File: src/rtl/lic_defs.svh
// Constants for the loop, interrupt and processor control execution unit
`ifndef LIC_DEFS_SVH
`define LIC_DEFS_SVH
// Opcode codes presented on instr_opcode
`define LIC_OP_LOOP      8'h01
`define LIC_OP_LOOP_WHILE_EQUAL     8'h02
`define LIC_OP_LOOP_WHILE_NOT_EQUAL    8'h03
`define LIC_OP_JUMP_IF_COUNT_ZERO      8'h04
`define LIC_OP_INT       8'h05
`define LIC_OP_INT3      8'h06
`define LIC_OP_INTO      8'h07
`define LIC_OP_INTERRUPT_RETURN      8'h08
`define LIC_OP_CLC       8'h09
`define LIC_OP_STC       8'h0a
`define LIC_OP_CMC       8'h0b
`define LIC_OP_CLD       8'h0c
`define LIC_OP_STD       8'h0d
`define LIC_OP_CLI       8'h0e
`define LIC_OP_STI       8'h0f
`define LIC_OP_HLT       8'h10
`define LIC_OP_WAIT      8'h11
`define LIC_OP_ESC       8'h12
`define LIC_OP_LOCK      8'h13
`define LIC_OP_NOP       8'h14
// Flag word bit positions
`define LIC_FB_CARRY     0
`define LIC_FB_ZERO      6
`define LIC_FB_STEP      8
`define LIC_FB_IE        9
`define LIC_FB_DIR       10
`define LIC_FB_OVF       11
// Interrupt types and reset values
`define LIC_TYPE_BREAK   8'h03
`define LIC_TYPE_OVF     8'h04
`define LIC_TYPE_NMI     8'h02
`define LIC_RST_CS       16'hffff
`define LIC_RST_IP       16'h0000
`define LIC_RST_FLAGS    16'h0000
`define LIC_RST_SP       16'h0000
`define LIC_RST_COUNT    16'h0000
`endif

File: src/rtl/lic_pkg.sv
// Types for the loop, interrupt and processor control execution unit
package lic_pkg;
   typedef enum logic [3:0] {
      S_IDLE   = 4'b0000,
      S_PUSH_F = 4'b0001,
      S_PUSH_C = 4'b0010,
      S_PUSH_I = 4'b0011,
      S_VEC_I  = 4'b0100,
      S_VEC_C  = 4'b0101,
      S_POP_I  = 4'b0110,
      S_POP_C  = 4'b0111,
      S_POP_F  = 4'b1000,
      S_ESC_RD = 4'b1001,
      S_HALT   = 4'b1010,
      S_WAIT   = 4'b1011,
      S_INTA   = 4'b1100
   } lic_state_t;
endpackage : lic_pkg

File: src/rtl/lic_exec.sv
// Execution unit for loop, interrupt and processor control instructions
// Summary of operation
// - Loop branches add a sign-extended byte displacement to the next address.
// - Plain loop decrements the count and branches when the result is nonzero.
// - Loop-while-equal branches when new count is nonzero and zero flag set.
// - Loop-while-not-equal branches when new count nonzero and zero flag clear.
// - Jump-if-count-zero branches when count is zero, count left alone.
// - Only maskable hardware requests run an acknowledge bus cycle.
// - Interrupt entry pushes flags, clears step and enable, pushes segment and pointer.
// - Vector sits at type times four: pointer first word, segment second.
// - One-byte breakpoint opcode acts as software interrupt type 3.
// - Overflow interrupt vectors through address 10 hex only with overflow set.
// - Interrupt return pops pointer, segment, then the whole flag word.
// - Carry may be cleared, set or inverted, other flags kept.
// - Direction flag set or cleared steers string index step direction.
// - With enable clear, maskable line ignored; nonmaskable and software still taken.
// - After enabling interrupts, maskable recognition waits one more instruction.
// - Halt stops until reset, nonmaskable, or enabled maskable request.
// - Wait stalls while the test input is inactive.
// - Escape shows its six-bit opcode, reads and drops a memory operand.
// - Lock prefix drives bus lock in maximum mode for the next instruction.
// - Halt, wait, escape, lock and no-op leave all flags unchanged.
// - Reset starts fetching from the top of memory where boot code lives.
`timescale 1ns/1ps
`include "lic_defs.svh"
module lic_exec (
   // Clock and reset
   input  wire logic        core_clk,
   input  wire logic        reset,
   // Instruction handoff from the decoder
   input  wire logic        instr_valid,
   input  wire logic [7:0]  instr_opcode,
   input  wire logic [7:0]  instr_disp,
   input  wire logic [7:0]  instr_imm,
   input  wire logic        instr_mem_src,
   input  wire logic [19:0] instr_ea,
   input  wire logic [15:0] instr_next_ip,
   output logic             instr_ready,
   output logic             instr_done,
   // Register loads from the rest of the core
   input  wire logic        flags_wr,
   input  wire logic [15:0] flags_in,
   input  wire logic        count_wr,
   input  wire logic [15:0] count_in,
   input  wire logic        sp_wr,
   input  wire logic [15:0] sp_in,
   input  wire logic [15:0] stack_seg,
   // Architectural state out
   output logic [15:0]      flags,
   output logic [15:0]      loop_count,
   output logic [15:0]      instr_ptr,
   output logic [15:0]      code_seg,
   output logic [15:0]      stack_ptr,
   output logic             direction_flag,
   // System bus
   output logic             mem_req,
   output logic             mem_write,
   output logic [19:0]      mem_addr,
   output logic [15:0]      mem_wdata,
   output logic             inta_cycle,
   input  wire logic        mem_ack,
   input  wire logic [15:0] mem_rdata,
   // Pins
   input  wire logic        maskable_irq_line,
   input  wire logic        nmi_line,
   input  wire logic        test_n,
   input  wire logic        max_mode,
   output logic             bus_lock,
   output logic             halted,
   output logic             waiting,
   // Coprocessor escape
   output logic [5:0]       esc_opcode,
   output logic             esc_strobe
);
   lic_pkg::lic_state_t state_reg, state_next;
   logic [15:0] flags_reg, count_reg, ip_reg, cs_reg, sp_reg, ret_ip_reg;
   logic [7:0]  type_reg;
   logic        lock_pend_reg, irq_block_reg, nmi_pend_reg, nmi_old_reg;
   logic        req_reg, we_reg, inta_reg, lock_reg, ready_reg, done_reg, esc_stb_reg;
   logic [19:0] addr_reg;
   logic [15:0] wdata_reg;
   logic [5:0]  esc_op_reg;
   logic [1:0]  irq_sync, nmi_sync, test_sync, mode_sync, park_reg;

   // Pin synchronisers; first stage feeds only the second
   always_ff @(posedge core_clk or posedge reset) begin
      if (reset) begin
         irq_sync  <= 2'h0;
         nmi_sync  <= 2'h0;
         test_sync <= 2'h3;
         mode_sync <= 2'h0;
      end else begin
         irq_sync  <= {irq_sync[0], maskable_irq_line};
         nmi_sync  <= {nmi_sync[0], nmi_line};
         test_sync <= {test_sync[0], test_n};
         mode_sync <= {mode_sync[0], max_mode};
      end
   end

   // Decode of the presented instruction
   wire        in_idle     = (state_reg == lic_pkg::S_IDLE);
   wire        accept      = in_idle & ready_reg & instr_valid;
   wire        bus_go      = req_reg & mem_ack;
   wire        zero_flag   = flags_reg[`LIC_FB_ZERO];
   wire        overflow_flag = flags_reg[`LIC_FB_OVF];
   wire        carry_flag  = flags_reg[`LIC_FB_CARRY];
   wire        ie_flag     = flags_reg[`LIC_FB_IE];
   wire        op_loop     = (instr_opcode == `LIC_OP_LOOP);
   wire        loop_while_equal     = (instr_opcode == `LIC_OP_LOOP_WHILE_EQUAL);
   wire        loop_while_not_equal = (instr_opcode == `LIC_OP_LOOP_WHILE_NOT_EQUAL);
   wire        jump_if_count_zero   = (instr_opcode == `LIC_OP_JUMP_IF_COUNT_ZERO);
   wire        op_int      = (instr_opcode == `LIC_OP_INT);
   wire        op_int3     = (instr_opcode == `LIC_OP_INT3);
   wire        op_into     = (instr_opcode == `LIC_OP_INTO);
   wire        interrupt_return     = (instr_opcode == `LIC_OP_INTERRUPT_RETURN);
   wire        unmask_interrupts_op = (instr_opcode == `LIC_OP_STI);
   wire        halt_op     = (instr_opcode == `LIC_OP_HLT);
   wire        op_wait     = (instr_opcode == `LIC_OP_WAIT);
   wire        coprocessor_escape   = (instr_opcode == `LIC_OP_ESC);
   wire        op_lock     = (instr_opcode == `LIC_OP_LOCK);
   wire        is_loop     = op_loop | loop_while_equal | loop_while_not_equal;
   wire [15:0] count_dec   = count_reg - 16'h0001;
   wire        dec_nz      = (count_dec != 16'h0000);
   wire        take_branch = (op_loop & dec_nz)
                           | (loop_while_equal & dec_nz & zero_flag)
                           | (loop_while_not_equal & dec_nz & ~zero_flag)
                           | (jump_if_count_zero & (count_reg == 16'h0000));
   // Self-relative short target, reach limited to a signed byte
   wire [15:0] branch_ip   = instr_next_ip + {{8{instr_disp[7]}}, instr_disp};
   wire        soft_int    = op_int | op_int3 | (op_into & overflow_flag);
   wire [7:0]  soft_type   = op_int3 ? `LIC_TYPE_BREAK : (op_into ? `LIC_TYPE_OVF : instr_imm);
   // Enable flag and the one-instruction shadow gate the maskable line
   wire        maskable_irq_line_ok     = irq_sync[1] & ie_flag & ~irq_block_reg;
   wire        take_hw     = in_idle & ~accept & (nmi_pend_reg | maskable_irq_line_ok);
   wire        wake        = nmi_pend_reg | (irq_sync[1] & ie_flag);
   wire        last_xfer   = bus_go & ((state_reg == lic_pkg::S_VEC_C) | (state_reg == lic_pkg::S_POP_F)
                                      | (state_reg == lic_pkg::S_ESC_RD));
   wire        single_done = accept & ~soft_int & ~interrupt_return & ~halt_op
                           & ~(op_wait & test_sync[1]) & ~(coprocessor_escape & instr_mem_src);
   wire        done_now    = single_done | last_xfer
                           | ((state_reg == lic_pkg::S_WAIT) & ~test_sync[1])
                           | ((state_reg == lic_pkg::S_HALT) & wake);
   wire [19:0] stack_base  = {stack_seg, 4'h0};
   wire [19:0] push_addr   = stack_base + {4'h0, sp_reg - 16'h0002};
   wire [19:0] pop_addr    = stack_base + {4'h0, sp_reg};
   wire [19:0] vec_addr    = {10'h000, type_reg, 2'b00};
   wire        bus_state   = ~in_idle & (state_reg != lic_pkg::S_HALT) & (state_reg != lic_pkg::S_WAIT);

   // Next state
   always_comb begin
      state_next = state_reg;
      case (state_reg)
         lic_pkg::S_IDLE: begin
            if (accept) begin
               if (soft_int) state_next = lic_pkg::S_PUSH_F;
               else if (interrupt_return) state_next = lic_pkg::S_POP_I;
               else if (halt_op) state_next = lic_pkg::S_HALT;
               else if (op_wait & test_sync[1]) state_next = lic_pkg::S_WAIT;
               else if (coprocessor_escape & instr_mem_src) state_next = lic_pkg::S_ESC_RD;
            end else if (nmi_pend_reg) state_next = lic_pkg::S_PUSH_F;
            else if (maskable_irq_line_ok) state_next = lic_pkg::S_INTA;
         end
         lic_pkg::S_INTA:   if (bus_go) state_next = lic_pkg::S_PUSH_F;
         lic_pkg::S_PUSH_F: if (bus_go) state_next = lic_pkg::S_PUSH_C;
         lic_pkg::S_PUSH_C: if (bus_go) state_next = lic_pkg::S_PUSH_I;
         lic_pkg::S_PUSH_I: if (bus_go) state_next = lic_pkg::S_VEC_I;
         lic_pkg::S_VEC_I:  if (bus_go) state_next = lic_pkg::S_VEC_C;
         lic_pkg::S_POP_I:  if (bus_go) state_next = lic_pkg::S_POP_C;
         lic_pkg::S_POP_C:  if (bus_go) state_next = lic_pkg::S_POP_F;
         lic_pkg::S_VEC_C, lic_pkg::S_POP_F, lic_pkg::S_ESC_RD: if (bus_go) state_next = lic_pkg::S_IDLE;
         lic_pkg::S_HALT:   if (wake) state_next = lic_pkg::S_IDLE;
         lic_pkg::S_WAIT:   if (~test_sync[1]) state_next = lic_pkg::S_IDLE;
         default:           state_next = lic_pkg::S_IDLE;
      endcase
   end

   // Sequencer and architectural registers
   always_ff @(posedge core_clk or posedge reset) begin
      if (reset) begin
         state_reg  <= lic_pkg::S_IDLE;
         flags_reg  <= `LIC_RST_FLAGS;
         count_reg  <= `LIC_RST_COUNT;
         ip_reg     <= `LIC_RST_IP;
         cs_reg     <= `LIC_RST_CS;
         sp_reg     <= `LIC_RST_SP;
         ret_ip_reg <= 16'h0000;
         type_reg   <= 8'h00;
      end else begin
         state_reg <= state_next;
         if (count_wr) count_reg <= count_in;
         else if (accept & is_loop) count_reg <= count_dec;
         if (sp_wr) sp_reg <= sp_in;
         else if (bus_go & ((state_reg == lic_pkg::S_PUSH_F) | (state_reg == lic_pkg::S_PUSH_C)
                            | (state_reg == lic_pkg::S_PUSH_I))) sp_reg <= sp_reg - 16'h0002;
         else if (bus_go & ((state_reg == lic_pkg::S_POP_I) | (state_reg == lic_pkg::S_POP_C)
                            | (state_reg == lic_pkg::S_POP_F))) sp_reg <= sp_reg + 16'h0002;
         if (accept & soft_int) begin
            type_reg   <= soft_type;
            ret_ip_reg <= instr_next_ip;
         end else if (take_hw) begin
            type_reg   <= `LIC_TYPE_NMI;
            ret_ip_reg <= ip_reg;
         end else if (bus_go & (state_reg == lic_pkg::S_INTA)) type_reg <= mem_rdata[7:0];
         // Instruction pointer: branch target, sequential, vector or stack
         if (accept & ~interrupt_return) ip_reg <= take_branch ? branch_ip : instr_next_ip;
         else if (bus_go & (state_reg == lic_pkg::S_VEC_I)) ip_reg <= mem_rdata;
         else if (bus_go & (state_reg == lic_pkg::S_POP_I)) ip_reg <= mem_rdata;
         if (bus_go & (state_reg == lic_pkg::S_VEC_C)) cs_reg <= mem_rdata;
         else if (bus_go & (state_reg == lic_pkg::S_POP_C)) cs_reg <= mem_rdata;
         // Flag updates; everything not named below keeps its value
         if (bus_go & (state_reg == lic_pkg::S_POP_F)) flags_reg <= mem_rdata;
         else if (bus_go & (state_reg == lic_pkg::S_PUSH_F)) begin
            flags_reg[`LIC_FB_STEP] <= 1'b0;
            flags_reg[`LIC_FB_IE]   <= 1'b0;
         end else if (accept) begin
            case (instr_opcode)
               `LIC_OP_CLC: flags_reg[`LIC_FB_CARRY] <= 1'b0;
               `LIC_OP_STC: flags_reg[`LIC_FB_CARRY] <= 1'b1;
               `LIC_OP_CMC: flags_reg[`LIC_FB_CARRY] <= ~carry_flag;
               `LIC_OP_CLD: flags_reg[`LIC_FB_DIR]   <= 1'b0;
               `LIC_OP_STD: flags_reg[`LIC_FB_DIR]   <= 1'b1;
               `LIC_OP_CLI: flags_reg[`LIC_FB_IE]    <= 1'b0;
               `LIC_OP_STI: flags_reg[`LIC_FB_IE]    <= 1'b1;
               default:     flags_reg <= flags_reg;
            endcase
         end else if (flags_wr) flags_reg <= flags_in;
      end
   end

   // Interrupt shadow, nonmaskable latch, lock prefix tracking
   always_ff @(posedge core_clk or posedge reset) begin
      if (reset) begin
         irq_block_reg <= 1'b0;
         nmi_pend_reg  <= 1'b0;
         nmi_old_reg   <= 1'b0;
         lock_pend_reg <= 1'b0;
         lock_reg      <= 1'b0;
      end else begin
         nmi_old_reg <= nmi_sync[1];
         // A new edge wins over the clear of the same cycle
         if (nmi_sync[1] & ~nmi_old_reg) nmi_pend_reg <= 1'b1;
         else if (take_hw & nmi_pend_reg) nmi_pend_reg <= 1'b0;
         if (accept & unmask_interrupts_op) irq_block_reg <= 1'b1;
         else if (done_now) irq_block_reg <= 1'b0;
         if (accept & op_lock) lock_pend_reg <= 1'b1;
         else if (accept) lock_pend_reg <= 1'b0;
         if (accept & lock_pend_reg & ~op_lock) lock_reg <= mode_sync[1];
         else if (done_reg) lock_reg <= 1'b0;                                     // Drop after the done pulse
      end
   end

   // Bus cycle driver; a request stands until acknowledged, then drops for a cycle
   always_ff @(posedge core_clk or posedge reset) begin
      if (reset) begin
         req_reg   <= 1'b0;
         we_reg    <= 1'b0;
         inta_reg  <= 1'b0;
         addr_reg  <= 20'h00000;
         wdata_reg <= 16'h0000;
      end else begin
         req_reg  <= bus_state & ~bus_go & (state_next == state_reg);
         inta_reg <= (state_reg == lic_pkg::S_INTA) & ~bus_go;
         we_reg   <= (state_reg == lic_pkg::S_PUSH_F) | (state_reg == lic_pkg::S_PUSH_C)
                   | (state_reg == lic_pkg::S_PUSH_I);
         case (state_reg)
            lic_pkg::S_PUSH_F: begin addr_reg <= push_addr; wdata_reg <= flags_reg; end
            lic_pkg::S_PUSH_C: begin addr_reg <= push_addr; wdata_reg <= cs_reg; end
            lic_pkg::S_PUSH_I: begin addr_reg <= push_addr; wdata_reg <= ret_ip_reg; end
            lic_pkg::S_VEC_I:  addr_reg <= vec_addr;
            lic_pkg::S_VEC_C:  addr_reg <= vec_addr + 20'h00002;
            lic_pkg::S_ESC_RD: addr_reg <= instr_ea;
            lic_pkg::S_POP_I, lic_pkg::S_POP_C, lic_pkg::S_POP_F: addr_reg <= pop_addr;
            default:           addr_reg <= addr_reg;
         endcase
      end
   end

   // Handshake and status outputs
   always_ff @(posedge core_clk or posedge reset) begin
      if (reset) begin
         ready_reg   <= 1'b0;
         done_reg    <= 1'b0;
         esc_stb_reg <= 1'b0;
         esc_op_reg  <= 6'h00;
         park_reg    <= 2'h0;
      end else begin
         ready_reg   <= (state_next == lic_pkg::S_IDLE) & ~take_hw & ~accept;
         done_reg    <= done_now;
         esc_stb_reg <= accept & coprocessor_escape;
         if (accept & coprocessor_escape) esc_op_reg <= instr_imm[5:0];
         park_reg    <= {state_next == lic_pkg::S_WAIT, state_next == lic_pkg::S_HALT};
      end
   end
   assign instr_ready    = ready_reg;
   assign instr_done     = done_reg;
   assign flags          = flags_reg;
   assign loop_count     = count_reg;
   assign instr_ptr      = ip_reg;
   assign code_seg       = cs_reg;
   assign stack_ptr      = sp_reg;
   assign direction_flag = flags_reg[`LIC_FB_DIR];
   assign mem_req        = req_reg;
   assign mem_write      = we_reg;
   assign mem_addr       = addr_reg;
   assign mem_wdata      = wdata_reg;
   assign inta_cycle     = inta_reg;
   assign bus_lock       = lock_reg;
   assign halted         = park_reg[0];
   assign waiting        = park_reg[1];
   assign esc_opcode     = esc_op_reg;
   assign esc_strobe     = esc_stb_reg;
endmodule : lic_exec

File: config.mk
export PLATFORM = sky130hd
export DESIGN_NAME = lic_exec
export DESIGN_NICKNAME = d
export VERILOG_FILES = /design/src/rtl/lic_pkg.sv /design/src/rtl/lic_exec.sv
export VERILOG_INCLUDE_DIRS = /design/src /design/src/rtl
export SDC_FILE = /design/constraint.sdc
export NUM_CORES = 1
export LEC_CHECK = 0
export BUFFER_PORTS_ARGS = -buffer_cell sky130_fd_sc_hd__buf_4
export CAP_MARGIN = 10
export CORE_ASPECT_RATIO = 0.75
export CORE_UTILIZATION = 38
export CTS_BUF_LIST = sky130_fd_sc_hd__clkbuf_16
export DETAILED_ROUTE_END_ITERATION = 7
export SLEW_MARGIN = 20
export SYNTH_ARGS = -nofsm -noshare
export SYNTH_HDL_FRONTEND = slang
export SYNTH_SLANG_ARGS = --single-unit
File: constraint.sdc
create_clock -name core_clk -period 13.96 [get_ports core_clk]
set_clock_uncertainty 0.1 [all_clocks]
set_input_delay 0.698 -clock core_clk [delete_from_list [all_inputs] [get_ports core_clk]]
set_output_delay 0.698 -clock core_clk [all_outputs]
set_load 0.005 [all_outputs]
# == Word level (Yosys, flattened, before mapping) ==
# Index checks and enable logic that the tools add are counted.
# W data, S select, Z words.
# classes
n_addsub,7
n_mul,0
div_mod_pow,0
n_lt_le_gt_ge,0
n_eq_ne,42
n_shift,0
muxes,56
bitwise,83
reduce_logical,28
# ops
operator,count
$mux W16,16
$pmux W20 S5,1
$mux W4,18
$eq A8 B4 Y1 const B,8
$and A1 B1 Y1,50
$mux W8,6
$pmux W16 S3,1
$pmux W4 S11,1
$add A20 B16 Y20,2
$eq A8 B3 Y1 const B,4
$eq A8 B5 Y1 const B,4
$eq A4 B4 Y1 const B,7
$or A1 B1 Y1,18
$reduce_bool A3 Y1,6
$add A16 B16 Y16,1
$add A16 B2 Y16 const B,1
$eq A4 B3 Y1 const B,4
$eq A8 B2 Y1 const B,2
$logic_not A16 Y1,1
$reduce_bool A16 Y1,1
$reduce_bool A2 Y1,8
$sub A16 B1 Y16 const B,1
$sub A16 B2 Y16 const B,1
$not A1 Y1,15
22 further kinds,39
# word_totals
register_bits,171
latchBits,0
ramBits,0
rom_bits,0
inputBits,152
out_inout_bits,132
elab_cells,247
memories,0

# == Longest topological paths before layout ==
# logic_depth
depth_word,14
ltp_mapped,17
depth_no_buf,16

# == Least setup slack after synthesis ==
# No wires, ideal clock.
# synth_timing
path_type,register to register
from,"reg sp_reg[1], in the netlist stack_ptr[1]"
to,"reg addr_reg[18], in the netlist mem_addr[18]"
setup_time_ps,131
arrival_ps,3750
required_ps,13729
setup_slack_ps,9980
stages_incl_launch_ff,16
n_path_buf,0
period_less_slack_ps,3980
cell_sequence,dfrtp_1 -> inv_1 -> ha_1 -> or3b_4 -> or4b_4 -> or3_4 -> or3_4 -> nor2_1 -> xor2_1 -> ha_1 -> nand3_1 -> a211oi_1 -> a21oi_1 -> a21boi_0 -> mux2i_1 -> nand3_1
# synth_via
elab_chain_cells,3
word_cells_on_any_way,4
cone_classes,add/sub: 3; mux: 1
# synth_lines
element,line,text
from (decl),lic_exec.sv:76,"logic [15:0] flags_reg, count_reg, ip_reg, cs_reg, sp_reg, ret_ip_reg;"
from (signal assigned),lic_exec.sv:185,sp_reg <= `LIC_RST_SP;
from (signal assigned),lic_exec.sv:192,if (sp_wr) sp_reg <= sp_in;
$sub A16 B2 Y16,lic_exec.sv:144,"wire [19:0] push_addr = stack_base + {4'h0, sp_reg - 16'h0002};"
$add A20 B16 Y20,lic_exec.sv:144,
$pmux W20 S5 (*),lic_exec.sv:265,case (state_reg)
to (signal assigned),lic_exec.sv:266,lic_pkg::S_PUSH_F: begin addr_reg <= push_addr; wdata_reg <= flags_reg; end
to (signal assigned),lic_exec.sv:267,lic_pkg::S_PUSH_C: begin addr_reg <= push_addr; wdata_reg <= cs_reg; end
to (signal assigned),lic_exec.sv:268,lic_pkg::S_PUSH_I: begin addr_reg <= push_addr; wdata_reg <= ret_ip_reg; end
to (decl),lic_exec.sv:80,logic [19:0] addr_reg;
# Every way passes the cells marked *; elsewhere a longest branch is shown, timed or not.
# A chain may end at the register's enable or synchronous reset.

# == Final worst setup path ==
# Ends and elaborated chain as after synthesis.

==> metrics.md <==
| Metric | Value |
|---|---|
| Final setup viols | 0 |
| Min-delay worst type | flip-flop to flip-flop |
| Initial antenna violation count | 3 |
| Total power | 2.37 mW |
| Ys Warns | 0 |
| Total Routing Usage GR | 24.7% |
| # DRC | 38 |
| CP Data Required Time | 14.17 ns |
| Layout area overhead | 28.9% |
| Die height | 145 µm |
| Net Switching | 891 µW |
| Post-CTS Setup Bufs | 0 |
| Final hold violations | 0 |
| CP startpoint kind | flip-flop |
| #FFs+latches synth | 171 |
| Worst Setup End Kind | flip-flop |
| Via Count | 9,592 |
| Root Buffer Master | clkbuf_16 |
| Syn nets | 1,333 |
| RePlAce Congestion | 0.897 |
| Sequential share of power | 36.0% |
| Setup_tns | 0 ns |
| Core area | 26,400 µm² |
| DP Wirelength | 26,300 µm |
| Sequential cell area fraction in the yosys report | 41.5% |
| Most frequent cells in the layout | buf_4, dfrtp_1, nor2_1, nand2_1, o21ai_0 |
| Clock Latency Late Sink | 0.44 ns |
| Total CTS buffers | 17 |
| Post-synth ARST share | 100% |
| Clock group share of total power | 21.7% |
| Vias per cell | 5.47 |
| Final WL | 34,600 µm |
| Row Count | 51 |
| Commonest non-fill, non-tap cell in the layout | buf_4 |
| Mapped Cells | 1,145 |
| CTS tree | done |
| Synthesized cell area | 10,400 µm² |
| CTS max path bufs | 2 |
| Post-DRT Antenna Nets | 0 |
| Initial Utilization | 39.3% |
| Tcrit/Tclk final | 31.5% |
| Largest net degree at the start of global routing | 99 |
| Pwr/cell area | 177 nW/µm² |
| Register-to-Register Setup Slack | 9.57 ns |
| Worst-path clk slew | 0.07 ns |
| Layout cells sized above 1 | 28.7% |
| Max reg flops | 20 |
| Max Clk Rate | 228 MHz |
| Clock Sinks | 171 |
| Die W | 193 µm |
| Post_cts resized | 0 |
| Syn_area_per_cell | 9.05 µm² |
| Slew Limit Fails | 0 |
| First-pass GRT wire length | 53,000 µm |
| Outcome | finished with violations |
| Failing checks | design-rule violations |
| Minimum clock period | 4.39 ns |
| Total die area | 27,900 µm² |
| Port buffer count | 283 |
| Top-level port count | 284 |
| Layout net count | 1,584 |
| P_int | 1.48 mW |
| Post-synth top flop | dfrtp_1 |
| Slew @ Worst Pin | 1.19 ns |
| Synth cell types | 75 |
| Drt first pass iters | 8 |
| Gr ovfl total | 0 |
| Post-synth top area share | 36.9% |
| Combinational Power Share | 42.3% |
| Number of synthesized flops with an enable pin | 0 |
| DRT iter0 DRCs | 742 |
| P_leak | 6.24 nW |
| Worst Setup Path Type | flip-flop to flip-flop |
| # H-tree levels | 4 |
| Relative slew margins | 20.7% |
| Vias in the first global route | 9,281 |
| Top post-synthesis cells by area | dfrtp_1, mux2i_1, o21ai_0 |
| Worst vdd ir | 0.0000764 V |
| CP max FO | 7 |
| Switch share | 37.6% |
| Synth area leader | dfrtp_1 |
| Cts hold-fix bufs | 0 |
| Max-cap violations | 0 |
| Routed wire per std cell | 19.7 µm |
| RSZ-0062 raised after global routing | false |
| Worst EP arrival | 4.61 ns |
==> path summary, 6_finish.rpt <==
kind,from,endpoint,depth (start not counted)
max in group asynchronous,reset,flags[0],3
setup reg to reg,stack_ptr[1],mem_addr[18],15
hold reg to reg,nmi_sync[0],nmi_sync[1],0
min in group asynchronous,reset,bus_lock,2
hold / removal,nmi_sync[0],nmi_sync[1],0
setup / recovery,stack_ptr[1],mem_addr[18],15
==> cells by family after synthesis <==
family | synth area share, %
flops | 41.5
xor+xnor | 5.41
fa+ha+maj | 4.49
mux | 9.50
compound gates | 17.3
buf+inv | 3.68
simple gates | 18.1
==> Yosys cell counts, types with 6 or more instances <==
library cell    n
nand3b_1        6
o21a_1         11
a31oi_1         6
a222oi_1        9
xnor2_1        31
nand3_1        25
a21oi_1        92
nor3_1         24
ha_1           34
a21o_1          6
o31ai_1         6
mux2i_1        50
nor2b_1        11
inv_1          22
dfstp_2        18
xor2_1         33
nand2b_1       13
nor4_1         14
nand4_1         6
a22oi_1        23
and3_1          6
dfrtp_1       153
mux2_2         43
o21ai_0        99
nor2_1        129
nand2_1       127
clkbuf_1       45
o211ai_1        6
and2_1          7
buf_1           7
==> power groups by stage <==
stage / clock, mW / sequential (mW) / combinational [mW]
global route: 0.541 / 0.873 / 1.12
floorplan: 0 / 0.808 / 0.581
global placement: 0 / 0.859 / 0.989
finish: 0.515 / 0.853 / 1.00
detailed placement: 0 / 0.858 / 1.00
CTS: 0.523 / 0.852 / 1.01
==> area by class of cell <==
class | instances | area [µm²]
diodes | 2 | 5.00
clock buffers | 17 | 425
clock inverters | 15 | 196
fillers | 2532 | 13000
inverters | 22 | 87.6
multi-input cells | 891 | 5720
flip-flops and latches | 171 | 4300
well taps | 344 | 430
repair buffers | 293 | 2200
==> critical path, cell delays in order (launching register included) <==
cell and delay, ns:
dfrtp_1 0.46, inv_1 0.11, ha_1 0.19, or3b_4 0.41
or4b_4 0.55, or3_4 0.36, or3_4 0.35, nor2_1 0.13
xor2_1 0.09, ha_1 0.35, nand3_1 0.15, a211oi_1 0.24
a21oi_1 0.10, a21boi_0 0.37, mux2i_1 0.23, nand3_1 0.08
==> per-layer routing <==
metal	up-vias	wire length, µm	GRT usage, %
met5	-	17	0
met4	2	710	6.85
met3	43	2690	6.19
met2	346	14700	35.6
met1	4612	16500	36.2
li1	4589	-	-
==> through the flow <==
| step | instances | instance area, µm² | hold WS [ns] | utilization [%] | worst slack, ns |
|---|---|---|---|---|---|
| 6_report | 1755 | 13400 | 0.248 | 50.7 | 9.57 |
| 2_1_floorplan | 1145 | 10400 | 0.231 | - | 8.56 |
| 3_5_place_dp | 1721 | 12700 | 0.236 | 48.3 | 9.57 |
| 3_3_place_gp | 1721 | 12700 | 0.240 | 48.3 | 9.72 |
| 5_1_grt | 1755 | 13400 | 0.253 | 50.7 | 9.21 |
| 4_1_cts | 1753 | 13300 | 0.248 | 50.6 | 9.57 |
(Power assumes the default switching activity.)
